**src/logic/usb_ep_desc_pkg.sv**
```systemverilog
package usb_ep_desc_pkg;

    // ------------------------------------------------------------
    // sizes
    // ------------------------------------------------------------
    localparam int NUM_EP = 3;
    localparam int ADDR_W = 8;
    localparam int DATA_W = 8;
    localparam int EP_W = 2;
    localparam int CNT_W = 7;
    localparam int BASE_W = 8;
    localparam int ALIGN_BITS = 3;
    localparam int BUF_ADDR_W = 11;

    // ------------------------------------------------------------
    // register map
    // ------------------------------------------------------------
    localparam logic [ADDR_W-1:0] IRQ_STATUS_OFS = 8'h00;
    localparam logic [ADDR_W-1:0] IRQ_MASK_OFS = 8'h01;
    // endpoint n occupies the block whose upper nibble is n
    localparam int EP_SEL_LSB = 4;
    localparam logic [3:0] REG_OUT_SIZE = 4'h0;
    localparam logic [3:0] REG_IN_CFG = 4'h1;
    localparam logic [3:0] REG_IN_XBASE = 4'h2;
    localparam logic [3:0] REG_IN_XCNT = 4'h3;
    localparam logic [3:0] REG_IN_YBASE = 4'h4;

    // ------------------------------------------------------------
    // field positions
    // ------------------------------------------------------------
    localparam int CFG_IRQ_EN_BIT = 2;
    localparam int CFG_STALL_BIT = 3;
    localparam int CFG_DOUBLE_BUFFER_EN_BIT = 4;
    localparam int CFG_TOGGLE_BIT = 5;
    localparam int CFG_ISO_BIT = 6;
    localparam int CFG_ACCESS_EN_BIT = 7;
    localparam int CNT_NAK_BIT = 7;
    localparam logic [DATA_W-1:0] CFG_RW_MASK = 8'hFC;
    localparam logic [DATA_W-1:0] SIZE_RW_MASK = 8'h7F;
    localparam logic [CNT_W-1:0] MAX_LEN = 7'h40;

    // ------------------------------------------------------------
    // reset values
    // ------------------------------------------------------------
    localparam logic [DATA_W-1:0] SIZE_RST = 8'h00;
    localparam logic [DATA_W-1:0] CFG_RST = 8'h00;
    localparam logic [DATA_W-1:0] BASE_RST = 8'h00;
    localparam logic [DATA_W-1:0] XCNT_RST = 8'h80;
    localparam logic [NUM_EP-1:0] IRQ_RST = 3'h0;

    // ------------------------------------------------------------
    // answer to a host IN request
    // ------------------------------------------------------------
    typedef enum logic [1:0] {
        RESP_DATA = 2'b00,
        RESP_NAK = 2'b01,
        RESP_STALL = 2'b10
    } resp_kind_t;

endpackage
```
**src/logic/buf_start_addr.sv**
```systemverilog
module buf_start_addr (
    input wire logic double_buffer_en_en_in,
    input wire logic data_toggle_bit_in,
    input wire logic [usb_ep_desc_pkg::BASE_W-1:0] x_base_in,
    input wire logic [usb_ep_desc_pkg::BASE_W-1:0] y_base_in,
    output logic [usb_ep_desc_pkg::BUF_ADDR_W-1:0] start_addr_out
);
    import usb_ep_desc_pkg::*;

    logic [BASE_W-1:0] base_sel;

    // y buffer only when double buffering and toggle is one
    assign base_sel = (double_buffer_en_en_in && data_toggle_bit_in) ?
                      y_base_in : x_base_in;
    assign start_addr_out = {base_sel, {ALIGN_BITS{1'b0}}};
endmodule

```
**src/logic/usb_endpoint_descriptor_regs.sv**
```systemverilog
module usb_endpoint_descriptor_regs (
    input wire logic clk_in,
    input wire logic rst_b_in,
    // register port
    input wire logic [usb_ep_desc_pkg::ADDR_W-1:0] addr_in,
    input wire logic [usb_ep_desc_pkg::DATA_W-1:0] wr_data_in,
    input wire logic wr_en_in,
    input wire logic rd_en_in,
    output logic [usb_ep_desc_pkg::DATA_W-1:0] rd_data_out,
    // host IN request from the buffer manager
    input wire logic in_req_in,
    input wire logic [usb_ep_desc_pkg::EP_W-1:0] in_req_ep_in,
    output logic in_resp_valid_out,
    output usb_ep_desc_pkg::resp_kind_t in_resp_kind_out,
    output logic [usb_ep_desc_pkg::BUF_ADDR_W-1:0] in_resp_addr_out,
    output logic [usb_ep_desc_pkg::CNT_W-1:0] in_resp_count_out,
    output logic in_resp_data1_out,
    // completed IN transaction
    input wire logic in_done_in,
    input wire logic [usb_ep_desc_pkg::EP_W-1:0] in_done_ep_in,
    // stall raised by the buffer manager
    input wire logic stall_set_in,
    input wire logic [usb_ep_desc_pkg::EP_W-1:0] stall_set_ep_in,
    // out endpoint size lookup
    input wire logic out_req_in,
    input wire logic [usb_ep_desc_pkg::EP_W-1:0] out_req_ep_in,
    output logic out_size_valid_out,
    output logic [usb_ep_desc_pkg::CNT_W-1:0] out_size_out,
    // interrupt
    output logic irq_out
);
    import usb_ep_desc_pkg::*;

    // ------------------------------------------------------------
    // storage
    // ------------------------------------------------------------
    logic [DATA_W-1:0] size_r [1:NUM_EP];
    logic [DATA_W-1:0] cfg_r [1:NUM_EP];
    logic [DATA_W-1:0] xbase_r [1:NUM_EP];
    logic [DATA_W-1:0] xcnt_r [1:NUM_EP];
    logic [DATA_W-1:0] ybase_r [1:NUM_EP];
    logic [NUM_EP:1] fw_stall_r;
    logic [NUM_EP-1:0] irq_status_r;
    logic [NUM_EP-1:0] irq_status_nxt;
    logic [NUM_EP-1:0] irq_mask_r;
    logic [BUF_ADDR_W-1:0] start_addr [1:NUM_EP];

    // ------------------------------------------------------------
    // decode
    // ------------------------------------------------------------
    logic [3:0] ep_sel;
    logic [3:0] reg_sel;
    logic status_rd;
    logic mask_wr;

    assign ep_sel = addr_in[ADDR_W-1:EP_SEL_LSB];
    assign reg_sel = addr_in[EP_SEL_LSB-1:0];
    assign status_rd = rd_en_in && (addr_in == IRQ_STATUS_OFS);
    assign mask_wr = wr_en_in && (addr_in == IRQ_MASK_OFS);

    // ------------------------------------------------------------
    // per-endpoint descriptor
    // ------------------------------------------------------------
    logic [NUM_EP:1] req_hit;
    logic [NUM_EP:1] done_hit;
    logic [NUM_EP:1] stall_hit;
    logic [NUM_EP:1] stall_served;
    logic [NUM_EP:1] ep_done_event;

    genvar e;
    generate
        for (e = 1; e <= NUM_EP; e++) begin : g_ep
            logic blk_wr;
            logic size_wr;
            logic cfg_wr;
            logic xbase_wr;
            logic xcnt_wr;
            logic ybase_wr;
            logic [DATA_W-1:0] cfg_nxt;
            logic [DATA_W-1:0] xcnt_nxt;

            assign blk_wr = wr_en_in && (ep_sel == 4'(e));
            assign size_wr = blk_wr && (reg_sel == REG_OUT_SIZE);
            assign cfg_wr = blk_wr && (reg_sel == REG_IN_CFG);
            assign xbase_wr = blk_wr && (reg_sel == REG_IN_XBASE);
            assign xcnt_wr = blk_wr && (reg_sel == REG_IN_XCNT);
            assign ybase_wr = blk_wr && (reg_sel == REG_IN_YBASE);

            // buffer manager touches only enabled endpoints
            assign req_hit[e] = in_req_in && (in_req_ep_in == EP_W'(e))
                                && cfg_r[e][CFG_ACCESS_EN_BIT];
            assign done_hit[e] = in_done_in
                                 && (in_done_ep_in == EP_W'(e))
                                 && cfg_r[e][CFG_ACCESS_EN_BIT];
            assign stall_hit[e] = stall_set_in
                                  && (stall_set_ep_in == EP_W'(e))
                                  && cfg_r[e][CFG_ACCESS_EN_BIT];
            assign stall_served[e] = req_hit[e]
                                     && cfg_r[e][CFG_STALL_BIT];
            assign ep_done_event[e] = done_hit[e]
                                      && cfg_r[e][CFG_IRQ_EN_BIT];

            // size: reserved top bit never stored
            always_ff @(posedge clk_in or negedge rst_b_in) begin
                if (!rst_b_in) begin
                    size_r[e] <= SIZE_RST;
                end else if (size_wr) begin
                    size_r[e] <= wr_data_in & SIZE_RW_MASK;
                end
            end

            // base registers: firmware is the only writer
            always_ff @(posedge clk_in or negedge rst_b_in) begin
                if (!rst_b_in) begin
                    xbase_r[e] <= BASE_RST;
                    ybase_r[e] <= BASE_RST;
                end else begin
                    if (xbase_wr) begin
                        xbase_r[e] <= wr_data_in;
                    end
                    if (ybase_wr) begin
                        ybase_r[e] <= wr_data_in;
                    end
                end
            end

            // config: firmware write first, hardware updates override
            always_comb begin
                cfg_nxt = cfg_r[e];
                if (cfg_wr) begin
                    cfg_nxt = wr_data_in & CFG_RW_MASK;
                end
                if (stall_served[e] && fw_stall_r[e]) begin
                    cfg_nxt[CFG_STALL_BIT] = 1'b0;
                end
                if (stall_hit[e]) begin
                    cfg_nxt[CFG_STALL_BIT] = 1'b1;
                end
                if (done_hit[e]) begin
                    cfg_nxt[CFG_TOGGLE_BIT] =
                        ~cfg_r[e][CFG_TOGGLE_BIT];
                end
            end

            always_ff @(posedge clk_in or negedge rst_b_in) begin
                if (!rst_b_in) begin
                    cfg_r[e] <= CFG_RST;
                end else begin
                    cfg_r[e] <= cfg_nxt;
                end
            end

            // remembers that firmware, not hardware, raised the stall
            always_ff @(posedge clk_in or negedge rst_b_in) begin
                if (!rst_b_in) begin
                    fw_stall_r[e] <= 1'b0;
                end else if (cfg_wr) begin
                    fw_stall_r[e] <= wr_data_in[CFG_STALL_BIT];
                end else if (stall_served[e]) begin
                    fw_stall_r[e] <= 1'b0;
                end
            end

            // x count: buffer drained marks it empty again
            always_comb begin
                xcnt_nxt = xcnt_r[e];
                if (xcnt_wr) begin
                    xcnt_nxt = wr_data_in;
                end
                if (done_hit[e]) begin
                    xcnt_nxt[CNT_NAK_BIT] = 1'b1;
                end
            end

            always_ff @(posedge clk_in or negedge rst_b_in) begin
                if (!rst_b_in) begin
                    xcnt_r[e] <= XCNT_RST;
                end else begin
                    xcnt_r[e] <= xcnt_nxt;
                end
            end

            buf_start_addr u_start (
                .double_buffer_en_en_in(cfg_r[e][CFG_DOUBLE_BUFFER_EN_BIT]),
                .data_toggle_bit_in(cfg_r[e][CFG_TOGGLE_BIT]),
                .x_base_in(xbase_r[e]),
                .y_base_in(ybase_r[e]),
                .start_addr_out(start_addr[e])
            );
        end
    endgenerate

    // ------------------------------------------------------------
    // IN answer
    // ------------------------------------------------------------
    logic req_ep_ok;
    logic [EP_W-1:0] rq;

    assign rq = in_req_ep_in;
    assign req_ep_ok = (rq != 2'h0);

    always_ff @(posedge clk_in or negedge rst_b_in) begin
        if (!rst_b_in) begin
            in_resp_valid_out <= 1'b0;
        end else begin
            in_resp_valid_out <= in_req_in && req_ep_ok;
        end
    end

    always_ff @(posedge clk_in or negedge rst_b_in) begin
        if (!rst_b_in) begin
            in_resp_kind_out <= RESP_NAK;
            in_resp_addr_out <= '0;
            in_resp_count_out <= '0;
            in_resp_data1_out <= 1'b0;
        end else if (in_req_in && req_ep_ok) begin
            in_resp_addr_out <= start_addr[rq];
            in_resp_count_out <= xcnt_r[rq][CNT_W-1:0];
            in_resp_data1_out <= cfg_r[rq][CFG_TOGGLE_BIT];
            if (!cfg_r[rq][CFG_ACCESS_EN_BIT]) begin
                in_resp_kind_out <= RESP_NAK;
            end else if (cfg_r[rq][CFG_STALL_BIT]) begin
                in_resp_kind_out <= RESP_STALL;
            end else if (xcnt_r[rq][CNT_NAK_BIT]) begin
                in_resp_kind_out <= RESP_NAK;
            end else begin
                in_resp_kind_out <= RESP_DATA;
            end
        end
    end

    // ------------------------------------------------------------
    // OUT size lookup
    // ------------------------------------------------------------
    logic [EP_W-1:0] oq;

    assign oq = out_req_ep_in;

    always_ff @(posedge clk_in or negedge rst_b_in) begin
        if (!rst_b_in) begin
            out_size_valid_out <= 1'b0;
            out_size_out <= '0;
        end else begin
            out_size_valid_out <= out_req_in && (oq != 2'h0)
                                  && cfg_r[oq][CFG_ACCESS_EN_BIT];
            if (out_req_in && (oq != 2'h0)) begin
                out_size_out <= size_r[oq][CNT_W-1:0];
            end
        end
    end

    // ------------------------------------------------------------
    // interrupts
    // ------------------------------------------------------------
    // a completion in the clearing read's cycle stays set
    always_comb begin
        irq_status_nxt = status_rd ? '0 : irq_status_r;
        irq_status_nxt = irq_status_nxt | ep_done_event;
    end

    always_ff @(posedge clk_in or negedge rst_b_in) begin
        if (!rst_b_in) begin
            irq_status_r <= IRQ_RST;
        end else begin
            irq_status_r <= irq_status_nxt;
        end
    end

    always_ff @(posedge clk_in or negedge rst_b_in) begin
        if (!rst_b_in) begin
            irq_mask_r <= IRQ_RST;
        end else if (mask_wr) begin
            irq_mask_r <= wr_data_in[NUM_EP-1:0];
        end
    end

    always_ff @(posedge clk_in or negedge rst_b_in) begin
        if (!rst_b_in) begin
            irq_out <= 1'b0;
        end else begin
            irq_out <= |(irq_status_nxt & irq_mask_r);
        end
    end

    // ------------------------------------------------------------
    // read port
    // ------------------------------------------------------------
    logic [DATA_W-1:0] rd_mux;
    logic [EP_W-1:0] rd_ep;

    assign rd_ep = ep_sel[EP_W-1:0];

    always_comb begin
        rd_mux = '0;
        if (addr_in == IRQ_STATUS_OFS) begin
            rd_mux = {{(DATA_W-NUM_EP){1'b0}}, irq_status_r};
        end else if (addr_in == IRQ_MASK_OFS) begin
            rd_mux = {{(DATA_W-NUM_EP){1'b0}}, irq_mask_r};
        end else if (ep_sel >= 4'h1 && ep_sel <= 4'h3) begin
            unique case (reg_sel)
                REG_OUT_SIZE: rd_mux = size_r[rd_ep];
                REG_IN_CFG: rd_mux = cfg_r[rd_ep];
                REG_IN_XBASE: rd_mux = xbase_r[rd_ep];
                REG_IN_XCNT: rd_mux = xcnt_r[rd_ep];
                REG_IN_YBASE: rd_mux = ybase_r[rd_ep];
                default: rd_mux = '0;
            endcase
        end
    end

    // data stand only in the cycle after the read strobe
    always_ff @(posedge clk_in or negedge rst_b_in) begin
        if (!rst_b_in) begin
            rd_data_out <= '0;
        end else begin
            rd_data_out <= rd_en_in ? rd_mux : '0;
        end
    end
endmodule

```
**config.mk**
```make
export PLATFORM = sky130hd
export DESIGN_NAME = usb_endpoint_descriptor_regs
export DESIGN_NICKNAME = d
export VERILOG_FILES = /design/src/logic/usb_ep_desc_pkg.sv /design/src/logic/buf_start_addr.sv /design/src/logic/usb_endpoint_descriptor_regs.sv
export SDC_FILE = /design/constraint.sdc
export NUM_CORES = 1
export LEC_CHECK = 0
export BUFFER_PORTS_ARGS = -buffer_cell sky130_fd_sc_hd__buf_2
export CAP_MARGIN = 20
export CORE_MARGIN = 2
export CORE_UTILIZATION = 55
export CTS_CLUSTER_DIAMETER = 120
export CTS_CLUSTER_SIZE = 40
export DETAILED_ROUTE_END_ITERATION = 6
export PLACE_DENSITY_LB_ADDON = 0.12
export SLEW_MARGIN = 20
export SYNTH_ARGS = -nofsm -noshare
export SYNTH_HDL_FRONTEND = slang
export SYNTH_HIERARCHICAL = 1
export SYNTH_SLANG_ARGS = --single-unit
```
**constraint.sdc**
```tcl
create_clock -name clk_in -period 1.5 [get_ports clk_in]
set_clock_uncertainty 0.15 [all_clocks]
set_input_delay 0.225 -clock clk_in [delete_from_list [all_inputs] [get_ports clk_in]]
set_output_delay 0.225 -clock clk_in [all_outputs]
set_load 0.005 [all_outputs]
```
# --- Yosys cells after proc, flatten, opt, wreduce, memory -nomap -nowiden ---
# Index checks and enable logic that the tools add are counted.
totals:
  reg_bits: 159
  latchBits: 0
  ram_bits: 0
  mem_bits_ro: 0
  in_bits: 32
  output_inout_bits: 39
  word_cells: 205
  mem_count: 0
op_classes:
  add_sub_neg: 0
  n_mul: 0
  n_div: 0
  n_lt_le_gt_ge: 5
  eq_ne: 17
  shift: 0
  muxes: 66
  bitwise: 8
  reduce_logical: 71
ops:
  columns: ["op", "n"]
  rows:
  - ["$mux W8", 26]
  - ["$bmux W8 S2", 9]
  - ["$logic_and A1 B1 Y1", 54]
  - ["$pmux W8 S5", 1]
  - ["$bmux W11 S2", 1]
  - ["$mux W11", 2]
  - ["$reduce_bool A2 Y1", 11]
  - ["$mux W1", 19]
  - ["$mux W6", 3]
  - ["$eq A4 B2 Y1 const B", 4]
  - ["$mux W7", 2]
  - ["$eq A2 B2 Y1 const B", 6]
  - ["$ge A3 B3 Y1 const B", 3]
  - ["$not A2 Y3", 3]
  - ["$reduce_bool A3 Y1", 3]
  - ["$eq A4 B1 Y1 const B", 2]
  - ["$eq A8 B1 Y1 const B", 1]
  - ["$logic_not A8 Y1", 1]
  - ["$eq A2 B1 Y1 const B", 3]
  - ["$eq A4 B3 Y1 const B", 1]
  - ["$ge A4 B1 Y1 const B", 1]
  - ["$le A4 B2 Y1 const B", 1]
  - ["$logic_not A4 Y1", 1]
  - ["$mux W2", 2]
  - ["5 further kinds", 7]

# --- Logic depth before layout (Yosys ltp) ---
# Gate-level depths: netlist (run 1).
depth:
  ltp_word: 9
  ltp_mapped: 8
  ltp_nobuf: 5

# --- By module ---
# The synthesis (run 1) kept the hierarchy.
by_module_without_submodules:
  columns: ["module", "n_inst", "cells_each", "area_each_um2", "seq_area_each_um2"]
  rows:
  - ["usb_endpoint_descriptor_regs", 1, 703, 8195.4, 3983.8]
  - ["buf_start_addr", 3, 13, 122.6, 0.0]

# --- Least setup slack after synthesis (run 1) ---
# No wires, ideal clock.
synth_timing:
  kind: "input to register"
  from: "in addr_in[2] in the netlist's numbering"
  to: "reg cfg_r[20] in the netlist's numbering"
  setup_ns: 0.125
  arrival_ns: 1.613
  required_time_ns: 1.225
  path_slack_ns: -0.388
  stages: 4
  path_buffers: 1
  cell_sequence: "buf_2 or4b_4 nor3_4 mux2_2"
synth_via:
  elab_chain_cells: 2
synth_lines:
  columns: ["element", "line_no", "source"]
  rows:
  - ["from (decl)", "usb_endpoint_descriptor_regs.sv:5", "input wire logic [usb_ep_desc_pkg::ADDR_W-1:0] addr_in,"]
  - ["$eq A4 B1 Y1", "usb_endpoint_descriptor_regs.sv:84", "assign cfg_wr = blk_wr && (reg_sel == REG_IN_CFG);"]
  - ["$logic_and A1 B1 Y1", "usb_endpoint_descriptor_regs.sv:84", null]
  - ["to (signal, indexed assignment)", "usb_endpoint_descriptor_regs.sv:149", "cfg_r[e] <= cfg_nxt;"]
  - ["to (decl)", "usb_endpoint_descriptor_regs.sv:38", "logic [DATA_W-1:0] cfg_r [1:NUM_EP];"]
# No other way between the ends.
# A chain may end at the register's enable or synchronous reset.

==> metrics.csv, run 1 <==
metric;value;unit
synth-compound-area-share;0.134;
synth_edf_count;0;
wl;26.6;mm
numCtsBuffers;17;
synth_seq_cells;159;
multiInputGateArea;4920;um^2
dp_hpwl;18.3;mm
drtIter0Drc;557;
setup_slack;-0.171;ns
fin_nets;936;
fin_util;0.750;
reg2reg_slack;-0.17;ns
cts_root_buf;clkbuf_16;
start_kind;register;
synth_top_flop_cell;dfrtp_1;
diodes;0;
critical_path_class;register to register;
fin_cells;1105;
cap_violations;0;
arrival;1.82;ns
yosys_warnings;6;
critPathRequiredTime;1.65;ns
wire_per_inst;24.1;um
async_flop_share;1.00;
synth-simple-area-share;0.0988;
die_area;16600;um^2
antenna_found_initial;0;
fin_crit_sh;1.11;
slowest_stage;dfrtp_1;
die_width;129;um
hold_slack;0.0365;ns
regArea;3990;um^2
p_seq_frac;0.421;
cp_cell_sequence;nand2_4 > mux2_4 > mux2_4 > o22ai_2 > a21oi_1;
grt_start_max_net_pins;45;
pwr-share-comb;0.153;
p_clk_frac;0.426;
power_density;1010;nW/um^2
cp-end-kind;register;
dp_cells;1060;
port_buffers;70;
power;11.5;mW
maxSlewViolCount;0;
grt_use_met3;0.0632;
initial_core_util;0.563;
dr_total_vias;6975;
syn2layout_area_growth;33.1;%
final_common_cell;dfrtp_1;
grt_use_met2;0.519;
cp_max_fo;8;
p_leak;5.48;nW
setup_viol;11;
fill_cells;1003;
clkTransAtPathRegs;0.06;ns
slowest_delay;0.42;ns
core_area;15200;um^2
max_freq;598;MHz
drive_gt1_frac;0.526;
cts.sinks;159;
yosysUniqueCellTypes;63;
seq_area_frac_synth;0.465;
worstHoldPathType;primary input to register;
p_sw_frac;0.260;
min_period;1.67;ns
pin_count;71;
grt_usage;0.327;
power.internal;8.51;mW
grt_overflow;0;
die_y;129;um
place_congestion;0.936;
clock_path_buffers;2;
detail_route.vias_per_cell;6.31;
synthCells;742;
placed_area;10300;um^2
drc;0;
cts_tree;yes;
cts_max_level;4;
grt_pass1_wl;40.7;mm
finalHoldViolCount;0;
clk_latency;0.43;ns
ant_nets;0;
status;finished, violations left;
grt_pass1_vias;7132;
synth_top_family_by_area;multiplexers;
final_area;11400;um^2
path_common_cell;mux2_4;
timing.setup.tns;-1.30;ns
syn_area_per_cell;11.5;um^2
failed_checks;negative setup slack;
layout_common_cells;dfrtp_1, mux2_2, buf_4;
synth-xor-area-share;0;
use_met1;0.440;
syn_area;8560;um^2
p_switching;2.99;mW
rsz0062_at_grt;yes;
ir_worst_vdd;0.864;mV
top_usage_layer;met2;
row_count;45;
firstDrtPassIters;5;
muxShareOfSynthArea;0.260;
synthAdderAreaFrac;0;
place_ws;-0.501;ns
[cell type report]
cell class	count	area share
Tap cell	188	0.0206
Multi-Input combinational cell	515	0.432
Sequential cell	159	0.350
Clock inverter	12	0.0180
Inverter	10	0.00329
Clock buffer	20	0.0401
Timing Repair Buffer	201	0.136
[routing by layer]
metal / share of wire / vias to the layer above / wire [um]
li1: - / 3103 / -
met4: 0.038 / 0 / 1010
met1: 0.43 / 3519 / 11400
met2: 0.48 / 290 / 12700
met5: 0 / - / 0
met3: 0.057 / 63 / 1510
[worst max-delay path: cells and delay by family (launching register included)]
family | cells | cell delay (ns)
flops | 1 | 0.42
compound gates | 2 | 0.15
simple gates | 1 | 0.21
mux | 2 | 0.61
[registers in the layout, summed over array words and instances (netlist names), 2 cells and up]
name,flops
cfg_r,18
fw_stall_r,3
in_resp_addr_out,11
in_resp_count_out,7
in_resp_kind_out,2
irq_mask_r,3
irq_status_r,3
out_size_out,7
rd_data_out,8
size_r,21
xbase_r,24
xcnt_r,24
ybase_r,24
[synthesized netlist by cell type, types with 4 or more instances]
library cell,instances,area share
nand3_1,16,0.0094
o21ai_0,41,0.024
buf_4,10,0.0088
nand3b_1,24,0.021
mux2_2,169,0.22
nand4b_1,4,0.0041
o31a_1,4,0.0041
dfrtp_1,155,0.45
o22a_1,4,0.0041
buf_1,4,0.0018
a221oi_1,8,0.0082
and2_1,4,0.0029
inv_1,9,0.0039
clkbuf_1,35,0.015
nand4_1,5,0.0037
nor3_1,9,0.0053
buf_2,12,0.0070
nand2_2,5,0.0037
dfstp_2,4,0.012
mux2i_1,20,0.023
a211oi_1,11,0.0096
mux2_4,8,0.014
a211o_1,4,0.0041
a21oi_1,46,0.027
nor2_1,8,0.0035
nand2_1,19,0.0083
o22ai_1,29,0.021
a22oi_1,14,0.012
a22o_1,4,0.0041
nor2b_1,5,0.0037
[power groups by stage]
stage / registers (mW) / clock network, mW / logic (mW)
after floorplan: 4.85 / 0 / 0.888
after global placement: 4.88 / 0 / 1.55
after detailed placement: 4.90 / 0 / 1.60
after CTS: 4.83 / 4.95 / 1.68
after global routing: 4.87 / 5.16 / 1.88
final: 4.84 / 4.90 / 1.76
[timing repair]
item / 4_1_cts / 5_1_grt
endpoints found under the hold margin: 165 / 0
resized for setup: 36 / 35
buffers inserted: 5 / 3
setup endpoints to repair: 16 / 26
hold buffers: 8 / 0
pin swaps: 20 / 16
[worst paths after layout]
check / from / endpoint / cells past startpoint
worst min-delay path: out_req_in / out_size_valid_out / 2
max in group asynchronous: rst_b_in / in_resp_kind_out[0] / 3
min in group asynchronous: rst_b_in / in_resp_addr_out[4] / 2
worst min register to register: fw_stall_r[2] / fw_stall_r[2] / 2
worst max register to register: cfg_r[21] / in_resp_addr_out[8] / 5
worst max-delay path: cfg_r[21] / in_resp_addr_out[8] / 5
[cells by family after synthesis]
family | after synthesis
muxes | 197
other | 3
and+or+nand+nor | 128
AOI/OAI and AO/OA | 181
DFF | 159
buffers and inverters | 74
Note: power is estimated with default switching activity, not from simulation.
==> run 2, diff against run 1 <==
RECOVER_POWER = 25   (was not set)
==> metrics.csv, run 2 (synthesis results as in run 1) <==
metric;value;unit;change
status;finished, violations left;;
failed_checks;negative setup slack;;
final_common_cell;dfrtp_1;;
power;11.5;mW;about the same
worst_pin_slew;0.688;ns;
p_leak;5.47;nW;-0.15%
core_area;15200;um^2;unchanged
antenna_found_initial;0;;unchanged
ir_worst_vdd;0.864;mV;about the same
drtIter0Drc;592;;+6.3%
grt_pass1_vias;7132;;unchanged
grt_start_max_net_pins;45;;unchanged
clk_latency;0.43;ns;about the same
wl;26.5;mm;-0.40%
cts_tree;yes;;
crit_end;in_resp_addr_out[8];;
detail_route.vias_per_cell;6.31;;about the same
cap_violations;0;;unchanged
clkTransAtPathRegs;0.07;ns;about the same
drive_gt1_frac;0.526;;unchanged
port_buffers;70;;unchanged
fin_crit_sh;1.11;;-0.00121
worstHoldPathType;primary input to register;;
timing.setup.tns;-1.28;ns;+0.0214 ns
grt_pass1_wl;40.7;mm;unchanged
rr_worst_depth;5;;unchanged
dp_cells;1060;;unchanged
pin_count;71;;unchanged
cp-startpoint;cfg_r[21];;
top_regs;xbase_r: 24 flops, xcnt_r: 24 flops, ybase_r: 24 flops;;
cts_root_buf;clkbuf_16;;
max_freq;599;MHz;+0.11%
row_count;45;;unchanged
cts_max_level;4;;unchanged
hold_slack;0.0362;ns;-0.000306 ns
critical_path_class;register to register;;
ant_nets;0;;unchanged
rr_endpoint;in_resp_addr_out[8];;
clock_path_buffers;2;;unchanged
die_width;129;um;unchanged
start_kind;register;;
die_y;129;um;unchanged
fin_cells;1105;;unchanged
grt_overflow;0;;unchanged
dr_total_vias;6971;;-0.057%
die_area;16600;um^2;unchanged
min_period;1.67;ns;-0.00181 ns
arrival;1.81;ns;about the same
setup_slack;-0.169;ns;+0.00181 ns
setup_viol;12;;+1
final_area;11400;um^2;-0.21%
power_density;1010;nW/um^2;+0.11%
initial_core_util;0.563;;unchanged
rsz0062_at_grt;yes;;
reg2reg_slack;-0.17;ns;about the same
cp-end-kind;register;;
cp_max_fo;8;;unchanged
dp_hpwl;18.3;mm;unchanged
cts.sinks;159;;unchanged
finalHoldViolCount;0;;unchanged
grt_usage;0.327;;unchanged
fin_util;0.748;;-0.00156
fin_nets;936;;unchanged
syn2layout_area_growth;32.8;%;
slew_headroom;0.541;;
drc;0;;unchanged
placed_area;10300;um^2;unchanged
rr_startpoint;cfg_r[21];;
wire_per_inst;24.0;um;-0.40%
layout_common_cells;dfrtp_1, mux2_2, buf_4;;
maxSlewViolCount;0;;unchanged
place_congestion;0.936;;unchanged
worstHoldPathCells;3;;+1
firstDrtPassIters;6;;+1
diodes;0;;unchanged
place_ws;-0.501;ns;unchanged
numCtsBuffers;17;;unchanged
critPathRequiredTime;1.64;ns;about the same
[run 2: worst min-delay path by stage]
stage | slack (ns) | from | end
after global routing | 0.05 | in_req_ep_in[0] | in_resp_count_out[0]
after global placement | 0.03 | rst_b_in | in_resp_addr_out[4]
after CTS | 0.01 | in_req_ep_in[0] | in_resp_count_out[0]
after detailed placement | 0.04 | rst_b_in | in_resp_addr_out[4]
after floorplan | -0.22 | rst_b_in | cfg_r[10]
final | 0.04 | out_req_ep_in[0] | out_size_out[4]
[run 2: final cells by class]
| type | instances | area (um^2) |
|---|---|---|
| inverters | 10 | 37.5 |
| clock inverters | 12 | 205 |
| fillers | 1010 | 3830 |
| well taps | 188 | 235 |
| repair buffers | 201 | 1530 |
| clock buffers | 20 | 457 |
| multi-input cells | 515 | 4920 |
| flip-flops and latches | 159 | 3990 |
[run 2: repair_timing]
action,CTS,global route
hold buffers,8,0
pin swaps,20,16
setup endpoints to repair,16,26
setup buffers,5,3
gates resized for setup,36,35
hold endpoints to repair,165,0
[run 2: critical path, cell delays in order, from the launching register on]
cell	delay [ns]
dfrtp_1	0.42
nand2_4	0.21
mux2_4	0.33
mux2_4	0.28
o22ai_2	0.09
a21oi_1	0.06
[run 2: power breakdown]
| part | switching [mW] | total, mW | internal, mW |
|---|---|---|---|
| clock | 1.85 | 4.91 | 3.06 |
| sequential | 0.256 | 4.84 | 4.59 |
| combinational | 0.883 | 1.74 | 0.859 |
[run 2: layer usage]
layer	global-route usage	share of wire	wire, um
met5	0	0	0
met4	0.142	0.040	1050
met3	0.0632	0.056	1490
met2	0.519	0.48	12700
met1	0.440	0.43	11300
